==> config.mk <==
export PLATFORM = sky130hd
export DESIGN_NAME = sld_core
export DESIGN_NICKNAME = d
export VERILOG_FILES = /design/src/hw/sld_pkg.sv /design/src/hw/sld_fifo.sv /design/src/hw/sld_core.sv
export SDC_FILE = /design/constraint.sdc
export NUM_CORES = 1
export LEC_CHECK = 0
export BUFFER_PORTS_ARGS = -buffer_cell sky130_fd_sc_hd__buf_2
export CAP_MARGIN = 40
export CORE_UTILIZATION = 45
export CTS_CLUSTER_DIAMETER = 150
export DETAILED_ROUTE_END_ITERATION = 7
export GPL_TIMING_DRIVEN = 0
export MAX_ROUTING_LAYER = met4
export PLACE_DENSITY_LB_ADDON = 0.2
export SKIP_LAST_GASP = 1
export SLEW_MARGIN = 10
export SYNTH_ARGS = -nofsm -noshare
export SYNTH_HDL_FRONTEND = slang
export SYNTH_SLANG_ARGS = --single-unit
==> constraint.sdc <==
create_clock -name clk -period 6.2 [get_ports clk]
set_input_delay 1.55 -clock clk [delete_from_list [all_inputs] [get_ports clk]]
set_output_delay 1.55 -clock clk [all_outputs]
set_load 0.05 [all_outputs]
==> src/hw/sld_pkg.sv <==
/*
  Package of the serial line discipline: character codes, defaults,
  carrier structs and the state encoding of the line editor.
  Assumes a byte-wide receiver and transmitter on the same clock.
*/
package sld_pkg;

  // ==========================================================
  // Character codes
  localparam logic [7:0] SLD_CH_CR    = 8'h0D;
  localparam logic [7:0] SLD_CH_LF    = 8'h0A;
  localparam logic [7:0] SLD_CH_BS    = 8'h08;
  localparam logic [7:0] SLD_CH_ESC   = 8'h1B;
  localparam logic [7:0] SLD_CH_XON   = 8'h11;
  localparam logic [7:0] SLD_CH_XOFF  = 8'h13;
  localparam logic [7:0] SLD_CH_CAN   = 8'h18;
  localparam logic [7:0] SLD_CH_NAK   = 8'h15;
  localparam logic [7:0] SLD_CH_SP    = 8'h20;
  localparam logic [7:0] SLD_CH_BANG  = 8'h21;
  localparam logic [7:0] SLD_CH_GT    = 8'h3E;
  localparam logic [7:0] SLD_CTRL_MAX = 8'h1F;

  // ==========================================================
  // Sizes, error code and configuration defaults
  localparam int          SLD_DATA_W    = 8;
  localparam int          SLD_FIFO_DEPTH = 16;
  localparam int          SLD_SEQ_LEN   = 8;
  localparam logic [15:0] SLD_QOE_CODE  = 16'hFE70;  // -400
  localparam logic        SLD_RST_FLOW  = 1'b1;
  localparam logic        SLD_RST_ECHO  = 1'b0;
  localparam logic        SLD_RST_PROMPT = 1'b0;

  // ==========================================================
  // Carriers
  typedef struct packed {
    logic       valid;
    logic [7:0] data;
  } sld_byte_s;

  typedef struct packed {
    logic flow;
    logic echo;
    logic prompt;
  } sld_cfg_s;

  typedef enum logic [1:0] {
    SLD_INIT  = 2'b00,
    SLD_IDLE  = 2'b01,
    SLD_PARSE = 2'b10
  } sld_phase_e;

endpackage

==> src/hw/sld_fifo.sv <==
/*
  Input line buffer: FIFO with registered read data, flush, and a
  drop-last port for line editing.
  Assumes one clock and a synchronous active-high reset.
*/
module sld_fifo #(
  parameter int W     = 8,
  parameter int DEPTH = 16
) (
  input  wire logic         clk,
  input  wire logic         srst,
  input  wire logic         flush,
  input  wire logic         in_valid,
  input  wire logic [W-1:0] in_data,
  output logic              in_ready,
  input  wire logic         unpush,
  input  wire logic         rd_en,
  output logic              out_valid,
  output logic [W-1:0]      out_data,
  input  wire logic         out_ready
);
  localparam int AW = $clog2(DEPTH);

  typedef struct packed {
    logic [DEPTH-1:0][W-1:0] mem;
    logic [AW-1:0]           wp;
    logic [AW-1:0]           rp;
    logic [AW:0]             cnt;
    logic                    ov;
    logic [W-1:0]            od;
  } sld_fifo_s;

  sld_fifo_s s_r;
  sld_fifo_s s_nxt;
  logic      load;

  // ==========================================================
  // Flags and outputs
  assign in_ready  = (s_r.cnt != (AW+1)'(DEPTH));
  assign out_valid = s_r.ov;
  assign out_data  = s_r.od;
  assign load = rd_en && (s_r.cnt != '0) && (!s_r.ov || out_ready);

  // Next state: read into output register, write, or drop last
  always_comb begin
    s_nxt = s_r;
    if (s_r.ov && out_ready) begin
      s_nxt.ov = 1'b0;
    end
    if (load) begin
      s_nxt.od  = s_r.mem[s_r.rp];
      s_nxt.ov  = 1'b1;
      s_nxt.rp  = s_r.rp + 1'b1;
      s_nxt.cnt = s_nxt.cnt - 1'b1;
    end
    if (in_valid && in_ready) begin
      s_nxt.mem[s_r.wp] = in_data;
      s_nxt.wp  = s_r.wp + 1'b1;
      s_nxt.cnt = s_nxt.cnt + 1'b1;
    end else if (unpush && (s_r.cnt != '0) && !load) begin
      s_nxt.wp  = s_r.wp - 1'b1;
      s_nxt.cnt = s_nxt.cnt - 1'b1;
    end
    if (flush) begin
      s_nxt.wp  = '0;
      s_nxt.rp  = '0;
      s_nxt.cnt = '0;
      s_nxt.ov  = 1'b0;
    end
  end

  // State register
  always_ff @(posedge clk) begin
    if (srst) begin
      s_r <= '0;
    end else begin
      s_r <= s_nxt;
    end
  end

endmodule // sld_fifo

==> src/hw/sld_core.sv <==
/*
  Serial line discipline: line editing, flow control, echo, prompt
  and queue-overflow signalling between a byte receiver/transmitter
  and a command parser. Assumes all ports on clk.
*/
// Function
// - CR or LF ends the line and hands the buffer to the parser.
// - ESC empties the input buffer, then CR LF is sent.
// - BS drops the last stored byte unless the buffer is empty.
// - Only seven control codes act; other control codes are ignored.
// - After the line is parsed and dispatched, CR LF is sent.
// - With flow control on, XON resumes and XOFF halts transmission.
// - CAN resets receive and transmit pointers and clears both queues.
// - With flow control on, a received XOFF logs queue-overflow error -400.
// - XON after XOFF drains pending data, then sends one '!'.
// - Echo mode returns received bytes; printable ones unchanged.
// - Echo mode answers BS with BS, space, BS.
// - Of an adjacent CR LF or LF CR pair only the first counts.
// - With flow control a terminator is answered XOFF CR, or XOFF.
// - Lost echo bytes send NAK and log queue-overflow error.
// - Prompt mode sends CR LF '>' when the next command may come.
// - Flow control is on by default; echo and prompt are optional.
// - Default echo off, prompt off, flow control on.
module sld_core #(
  parameter int DEPTH = sld_pkg::SLD_FIFO_DEPTH
) (
  input  wire logic              clk,
  input  wire logic              srst,
  input  wire sld_pkg::sld_byte_s rx_in,
  output logic                   rx_ready,
  input  wire logic              cfg_wr,
  input  wire sld_pkg::sld_cfg_s cfg_in,
  output sld_pkg::sld_cfg_s      cfg_out,
  output logic                   line_pending,
  output sld_pkg::sld_byte_s     line_out,
  input  wire logic              line_ready,
  input  wire logic              parse_done,
  input  wire sld_pkg::sld_byte_s resp_in,
  output logic                   resp_ready,
  output sld_pkg::sld_byte_s     tx_out,
  input  wire logic              tx_ready,
  output logic                   qoe_pulse,
  output logic [15:0]            qoe_code,
  output logic                   cancel_pulse
);
  localparam int LEN = sld_pkg::SLD_SEQ_LEN;

  typedef struct packed {
    sld_pkg::sld_phase_e   phase;
    sld_pkg::sld_cfg_s     cfg;
    sld_pkg::sld_byte_s    tx;
    logic [LEN-1:0][7:0]   seq;
    logic [3:0]            seq_cnt;
    logic                  halt;
    logic                  bang;
    logic                  nak;
    logic                  prev_term;
    logic [7:0]            last_term;
    logic                  resp_rdy;
    logic                  rx_rdy;
    logic                  qoe;
    logic [15:0]           code;
    logic                  cancel;
    logic                  pend;
  } sld_state_s;

  sld_state_s st_r;
  sld_state_s st_nxt;

  // Buffer hookup
  logic       fifo_wr;
  logic       fifo_in_ready;
  logic       fifo_flush;
  logic       fifo_unpush;
  logic       acc;
  logic [7:0] rb;
  logic       is_term;
  logic       is_pair;

  // ==========================================================
  // Received byte classification
  function automatic logic term_f(input logic [7:0] c);
    return (c == sld_pkg::SLD_CH_CR) || (c == sld_pkg::SLD_CH_LF);
  endfunction

  assign acc     = rx_in.valid && st_r.rx_rdy;
  assign rb      = rx_in.data;
  assign is_term = term_f(rb);
  assign is_pair = is_term && st_r.prev_term && (rb != st_r.last_term);

  // ==========================================================
  // Input line buffer
  sld_fifo #(
    .W     (sld_pkg::SLD_DATA_W),
    .DEPTH (DEPTH)
  ) u_line (
    .clk       (clk),
    .srst      (srst),
    .flush     (fifo_flush),
    .in_valid  (fifo_wr),
    .in_data   (rb),
    .in_ready  (fifo_in_ready),
    .unpush    (fifo_unpush),
    .rd_en     (st_r.phase == sld_pkg::SLD_PARSE),
    .out_valid (line_out.valid),
    .out_data  (line_out.data),
    .out_ready (line_ready)
  );

  // ==========================================================
  // Line editor, flow control and transmit sequencing
  always_comb begin
    logic [3:0][7:0] pb;
    logic [2:0]      pn;
    logic            idle;
    st_nxt      = st_r;
    pb          = '0;
    pn          = '0;
    fifo_wr     = 1'b0;
    fifo_flush  = 1'b0;
    fifo_unpush = 1'b0;
    idle        = (st_r.phase == sld_pkg::SLD_IDLE);
    st_nxt.qoe    = 1'b0;
    st_nxt.cancel = 1'b0;
    st_nxt.rx_rdy = 1'b1;
    if (cfg_wr) begin
      st_nxt.cfg = cfg_in;
    end
    // Transmit slot: committed response first, then queued bytes
    if (st_r.tx.valid && tx_ready) begin
      st_nxt.tx.valid = 1'b0;
    end
    if (st_r.resp_rdy && resp_in.valid) begin
      st_nxt.tx = resp_in;
    end else if ((!st_r.tx.valid || tx_ready) && !st_r.halt) begin
      if (st_r.seq_cnt != '0) begin
        st_nxt.tx      = '{valid: 1'b1, data: st_r.seq[0]};
        st_nxt.seq     = st_r.seq >> 8;
        st_nxt.seq_cnt = st_r.seq_cnt - 1'b1;
      end else if (st_r.nak) begin
        st_nxt.tx  = '{valid: 1'b1, data: sld_pkg::SLD_CH_NAK};
        st_nxt.nak = 1'b0;
      end else if (st_r.bang && !resp_in.valid) begin
        st_nxt.tx   = '{valid: 1'b1, data: sld_pkg::SLD_CH_BANG};
        st_nxt.bang = 1'b0;
      end
    end
    // Startup: open the link for the host
    if (st_r.phase == sld_pkg::SLD_INIT) begin
      st_nxt.phase = sld_pkg::SLD_IDLE;
      if (st_r.cfg.flow) begin
        pb[0] = sld_pkg::SLD_CH_XON;
        pn    = 3'd1;
      end
    end
    // Parser finished: line terminator, prompt, reopen flow
    if (st_r.phase == sld_pkg::SLD_PARSE && parse_done) begin
      st_nxt.phase = sld_pkg::SLD_IDLE;
      pb[0] = sld_pkg::SLD_CH_CR;
      pb[1] = sld_pkg::SLD_CH_LF;
      pn    = 3'd2;
      if (st_r.cfg.prompt) begin
        pb[2] = sld_pkg::SLD_CH_GT;
        pn    = 3'd3;
      end
      if (st_r.cfg.flow) begin
        pb[pn[1:0]] = sld_pkg::SLD_CH_XON;
        pn          = pn + 3'd1;
      end
    end
    // Received byte
    if (acc) begin
      if (!is_term) begin
        st_nxt.prev_term = 1'b0;
      end
      if (rb == sld_pkg::SLD_CH_CAN) begin
        fifo_flush     = 1'b1;
        st_nxt.seq_cnt = '0;
        st_nxt.bang    = 1'b0;
        st_nxt.nak     = 1'b0;
        st_nxt.cancel  = 1'b1;
        st_nxt.phase   = sld_pkg::SLD_IDLE;
        pn             = '0;
      end else if (rb == sld_pkg::SLD_CH_XOFF) begin
        if (st_r.cfg.flow) begin
          st_nxt.halt = 1'b1;
          st_nxt.qoe  = 1'b1;
        end
      end else if (rb == sld_pkg::SLD_CH_XON) begin
        if (st_r.cfg.flow) begin
          st_nxt.halt = 1'b0;
          if (st_r.halt) begin
            st_nxt.bang = 1'b1;
          end
        end
      end else if (idle) begin
        if (is_term) begin
          if (!is_pair) begin
            fifo_wr          = 1'b1;
            st_nxt.phase     = sld_pkg::SLD_PARSE;
            st_nxt.prev_term = 1'b1;
            st_nxt.last_term = rb;
            if (st_r.cfg.flow) begin
              pb[0] = sld_pkg::SLD_CH_XOFF;
              pb[1] = sld_pkg::SLD_CH_CR;
              pn    = st_r.cfg.echo ? 3'd2 : 3'd1;
            end else if (st_r.cfg.echo) begin
              pb[0] = rb;
              pn    = 3'd1;
            end
          end else begin
            st_nxt.prev_term = 1'b0;
          end
        end else if (rb == sld_pkg::SLD_CH_ESC) begin
          fifo_flush = 1'b1;
          pb[0] = sld_pkg::SLD_CH_CR;
          pb[1] = sld_pkg::SLD_CH_LF;
          pn    = 3'd2;
        end else if (rb == sld_pkg::SLD_CH_BS) begin
          fifo_unpush = 1'b1;
          if (st_r.cfg.echo) begin
            pb[0] = sld_pkg::SLD_CH_BS;
            pb[1] = sld_pkg::SLD_CH_SP;
            pb[2] = sld_pkg::SLD_CH_BS;
            pn    = 3'd3;
          end
        end else if (rb > sld_pkg::SLD_CTRL_MAX) begin
          fifo_wr = 1'b1;
          if (!fifo_in_ready) begin
            st_nxt.qoe = 1'b1;
          end
          if (st_r.cfg.echo) begin
            pb[0] = rb;
            pn    = 3'd1;
          end
        end
      end
    end
    // Queue the answer bytes, or flag their loss
    if (pn != '0) begin
      if (5'(st_nxt.seq_cnt) + 5'(pn) > 5'(LEN)) begin
        st_nxt.nak = 1'b1;
        st_nxt.qoe = 1'b1;
      end else begin
        for (int i = 0; i < 4; i++) begin
          if (i < int'(pn)) begin
            st_nxt.seq[3'(st_nxt.seq_cnt + 4'(i))] = pb[i];
          end
        end
        st_nxt.seq_cnt = st_nxt.seq_cnt + 4'(pn);
      end
    end
    if (st_nxt.qoe) begin
      st_nxt.code = sld_pkg::SLD_QOE_CODE;
    end
    st_nxt.resp_rdy = !st_nxt.halt && !st_nxt.tx.valid &&
                      (st_nxt.seq_cnt == '0) && !st_nxt.nak;
    st_nxt.pend     = (st_nxt.phase == sld_pkg::SLD_PARSE);
  end

  // State register with documented defaults
  always_ff @(posedge clk) begin
    if (srst) begin
      st_r            <= '0;
      st_r.phase      <= sld_pkg::SLD_INIT;
      st_r.cfg.flow   <= sld_pkg::SLD_RST_FLOW;
      st_r.cfg.echo   <= sld_pkg::SLD_RST_ECHO;
      st_r.cfg.prompt <= sld_pkg::SLD_RST_PROMPT;
    end else begin
      st_r <= st_nxt;
    end
  end

  // Outputs straight from the state register
  assign rx_ready     = st_r.rx_rdy;
  assign cfg_out      = st_r.cfg;
  assign line_pending = st_r.pend;
  assign resp_ready   = st_r.resp_rdy;
  assign tx_out       = st_r.tx;
  assign qoe_pulse    = st_r.qoe;
  assign qoe_code     = st_r.code;
  assign cancel_pulse = st_r.cancel;
endmodule // sld_core

### Word level (Yosys, flattened, before mapping)

Index checks and enable logic that the tools add are counted.

* input bits: 27
* output and inout bits: 42
* word-level logic and storage cells: 310
* register bits after elaboration: 250

* add/sub/neg operators: 13
* multiplexer cells: 164
* eq/ne operators: 12
* $lt $le $gt $ge: 19
* bitwise operators: 8
* reductions and logical operators: 47

Operators by type and width (count)
* 64-bit 2-to-1 mux: 10
* 68-bit 2-to-1 mux: 4
* 64-bit bitwise mux: 4
* 24-bit 2-to-1 mux: 6
* 128-bit bitwise mux: 1
* 8-bit 2-to-1 mux: 16
* 8-bit demux with 3-bit select: 4
* 16-bit 2-to-1 mux: 6
* 9-bit 2-to-1 mux: 9
* 77-bit 2-to-1 mux: 1
* 32-bit 2-to-1 mux: 2
* 1-bit 2-to-1 mux: 57
* 3-bit 2-to-1 mux: 16
* 8-bit binary-select mux with 4-bit select: 1
* 8-bit demux with 4-bit select: 1
* 8-bit by 5-bit == test with 1-bit output, second input constant: 4
* 2-bit 2-to-1 mux: 15
* 18-bit by 24-bit AND with 24-bit output: 1
* 8-bit by 4-bit == test with 1-bit output, second input constant: 3
* 24-bit inverter: 1
* 1-bit logical AND: 23
* 20-bit 2-to-1 mux: 1
* 5-bit 2-to-1 mux: 4
* 8-bit demux with 2-bit select: 1
* 38 further kinds: 72

### Logic depth before layout (Yosys ltp)

* word-level depth: 40
* depth in mapped cells: 19
* gate-level depth less buffers: 15

### Modules after synthesis

A second synthesis with hierarchy kept.

* cells, all modules: 1620
* area total of the unflattened synthesis: 14378.8 um2

By module, submodules not included
* sld_core: area an instance 7497.2 um2, cells each 908, times used 1
* sld_fifo: area an instance 6881.6 um2, cells each 712, times used 1

### Worst setup path after synthesis

No wires, ideal clock.

* kind: input to register
* start: in rx_in[0] (netlist bit)
* end: reg st_r[66] (netlist bit)
* data arrival time: 5.519 ns
* cell stages on the path: 15
* required time: 6.109 ns
* setup slack: 0.590 ns
* path buffers: 3
* cell sequence: buf_2 or4b_4 nor3_2 nor2_1 buf_2 ha_1 fa_1 xor2_1 or3_1 a221oi_1 mux2_2 clkbuf_1 o2111ai_1 o21a_1 a311oi_1

* cells in the longest elaborated chain, start to end: 27

RTL lines
* start: declaration: line sld_core.sv:29 `input wire sld_pkg::sld_byte_s rx_in,`
* branches (longest 26 deep; another with 8-bit by 5-bit > comparator with 1-bit output)
* 68-bit 2-to-1 mux (*): line sld_core.sv:240 `if (pn != '0) begin`
* end signal: assignment: line sld_core.sv:270 `st_r <= st_nxt;`
* end: declaration: line sld_core.sv:67 `sld_state_s st_r;`

Mark *: on every way between the ends. The select of a mux whose other input is x is not followed.
A chain may end at the register's enable or synchronous reset.

### Worst setup path in the final report

* start: in rx_in[3] (netlist bit)
* end: reg st_r[47] (netlist bit)

Same word-level chain as after synthesis.

==> impl_metrics.ini <==
[status]
status = complete, no violations

[placed_design]
pre_cts_slack_ns = -1.04
io_buffers = 58
routabilityCongestion = 1.02
dpl.hpwl_um = 44000
placed_cell_area_sq_um = 15500

[floorplanning]
die_h_um = 181
die_width_um = 181
die-area_sq_um = 32800
rows = 65
core_area_sq_um = 31600
start_util_pct = 45.8
io_pins = 69

[synth]
yosys.area.top_type_share_pct = 34.6
synth.yosys.seq_area_share_pct = 34.6
ys.flop_type = dfxtp_1
netlist_area_sq_um = 14500
syn_inst = 1709
yosysUniqueCellTypes = 90
ys_warn_count = 0
avgSynthCellArea_sq_um = 8.46
synth_area_leaders = dfxtp_1, mux2i_1, mux4_2, nand2_1, a21oi_1
ys_ff_latch = 250
synth-edff-count = 0
synth-async-reset-ratio_pct = 0
synth_top_area_cell = dfxtp_1

[cts]
cts_hold_buf = 0
clock_latency_ns = 0.59
clk_pin_slew_ns = 0.06
clkSinkCount = 250
cts_buffers = 28
cts_root_buf = clkbuf_16
post_cts_buffers = 0
cts_buffer_depth = 3
cts_tree = done
ctsResizeCount = 6
htreeDepth = 1

[min_path]
hold_path_class = reg -> reg
min_delay_path_depth = 2

[cells_and_area]
utilization_pct = 52.3
areaGrowthSynthToFinish_pct = 14.2
n_fill_cell = 3053
nets = 1869
final_cell_area_sq_um = 16500
final_layout_size_suffix_gt1_share_pct = 16.1
mostFrequentLayoutCells = dfxtp_1, nand2_1, nor2_1, mux2i_1, a21oi_1
mostFrequentLayoutCell = dfxtp_1

[critical_path]
cp_top_family = simple AND/OR/NAND/NOR gates
worst_path_most_repeated_cell = buf_2
cp.depth = 16
slowest_stage = a2111oi_2
rr_worst_depth = 18
end_kind = flip-flop
max_stage_delay_ns = 0.70
path_cells = buf_2 > buf_4 > or4b_4 > nor3_4 > nor2_1 > buf_2 > ha_1 > fa_1 > xor2_1 > or3_1 > a221oi_1 > mux2i_1 > clkbuf_2 > a2111oi_2 > o21ai_1 > a31oi_1
cp_max_fo = 11
arrival_ns = 6.62
cp_num_buf_inv = 4
worstSetupPathType = in -> reg
required_ns = 6.70
crit_path_start_kind = input pin

[power]
vdd_drop_max_mv = 0.238
p_sw_w = 0.00334
power_w = 0.00717
p_comb_share_pct = 49.7
power_density_nw_per_um2 = 435
switching_share_pct = 46.5
p_clk_share_pct = 23.9
leakage_nw = 6.15
p_seq_share_pct = 26.3
internal_power_w = 0.00383

[timing]
slew_violations = 0
clock_skew_ns = 0.0307
hold_violations = 0
hold_ws_ns = 0.451
fin_crit_sh_pct = 98.6
final.min_clock_period_ns = 6.12
grt_setup_unrepaired = yes
relSlewSlack_pct = 29.6
fmax_ghz = 0.164
final-setup-viol-count = 0
worstMarginPinSlew_ns = 1.05
setup_ws_ns = 0.0842

[detailed_routing]
ant_nets = 0
routed_wl_um = 60100
drtIter0Drc = 1562
dr.pass1.iters = 8
routed-via-count = 14380
wl_per_cell_um = 26.7
viasPerCell = 6.39
remaining_drc_errors = 0

[global_route]
antenna_found_initial = 2
grt_use_total_pct = 37.4
gr-total-overflow = 0
grt_first_pass_wirelength_um = 89000
grt_start_max_net_pins = 15
grt_pass1_vias = 13454

[job]
maxCapViolCount = 0
==> final timing paths <==
check	from	end	slack, ns
worst max-delay path	rx_in[3]	st_r[47]	0.08
worst min-delay path	u_line.s_r[47]	u_line.s_r[47]	0.45
worst max register to register	st_r[33]	st_r[47]	0.27
worst min register to register	u_line.s_r[47]	u_line.s_r[47]	0.45
==> synth_stat cells (6+ instances only) <==
master     instances
o21a_1             7
a211oi_1          21
nand3_1           84
or3_1              9
inv_1             20
mux2i_1          131
o21ai_0           74
nor4_1            11
o22ai_1            6
o211ai_1          19
a311oi_1          13
a2bb2oi_1          6
clkbuf_1          79
a31oi_1           16
a222oi_1           6
xnor2_1           15
buf_1             11
buf_2             33
nor4_2             6
nor3_2             6
nand4_1           15
a21oi_1          124
o21ai_1           10
a221oi_1          24
nand2_1          229
mux4_2            40
nor2b_1            8
xor2_1            13
nor3_1            46
and3_1            23
and2_1            18
o31ai_1            7
ha_1              16
nor2_1           151
a21o_1             9
dfxtp_1          250
buf_4             41
==> final cells by class <==
class	instances	area (sq um)	share of cell area (%)
multi-input combinational	1274	8630	52.3
antenna	3	7.51	0.0455
inverter	22	82.6	0.500
clock buffer	36	741	4.49
sequential	250	5000	30.3
timing repair buffer	80	484	2.93
tap	402	503	3.05
clock inverter	16	184	1.11
buffer	168	866	5.25
==> worst register-to-register path, delay by kind of cell (launching register included) <==
family / cells / cell delay (ns)
adder cells (fa/ha/maj): 3 / 1.03
flip-flops: 1 / 0.31
XOR/XNOR: 2 / 0.45
multiplexers: 1 / 0.32
AND/OR/NAND/NOR: 4 / 1.13
buffers and inverters: 4 / 1.20
AO/OA/AOI/OAI: 4 / 1.44
==> state kept, by name, summed over array words and instances (netlist names) <==
register          cells
u_line.s_r          141
st_r                 82
tx_out                9
u_line.out_data       8
cfg_out               3
cancel_pulse          1
line_pending          1
qoe_code              1
qoe_pulse             1
resp_ready            1
rx_ready              1
u_line.out_valid      1
==> metal layers <==
| metal | GRT usage, % | wire length, um |
|---|---|---|
| met3 | 11.2 | 7210 |
| met2 | 51.2 | 24400 |
| met4 | 12.0 | 2130 |
| met5 | - | 0 |
| met1 | 52.0 | 26400 |
==> power groups by stage <==
stage / Clock (W) / Sequential (W) / Combinational, W
finish: 0.00172 / 0.00189 / 0.00357
global route: 0.00180 / 0.00189 / 0.00372
CTS: 0.00173 / 0.00188 / 0.00337
detailed placement: 0 / 0.00191 / 0.00336
global placement: 0 / 0.00191 / 0.00332
floorplan: 0 / 0.00186 / 0.00228
==> cell families after synthesis <==
logic type / count (synthesis) / synth area share, %
XOR/XNOR: 29 / 1.89
adder cells (fa/ha/maj): 18 / 1.66
multiplexers: 172 / 15.4
AND/OR/NAND/NOR: 647 / 21.5
other: 1 / 0.0259
AO/OA/AOI/OAI: 402 / 18.4
buffers and inverters: 190 / 6.49
flip-flops: 250 / 34.6
==> through the flow <==
stage / std cells / setup TNS, ns
6_report: 2251 / 0
5_1_grt: 2250 / -0.111
4_1_cts: 2248 / 0
3_5_place_dp: 2196 / -39.58
3_3_place_gp: 2174 / -40.16
2_1_floorplan: 1714 / 0
Power figures use the tool's default switching activity.
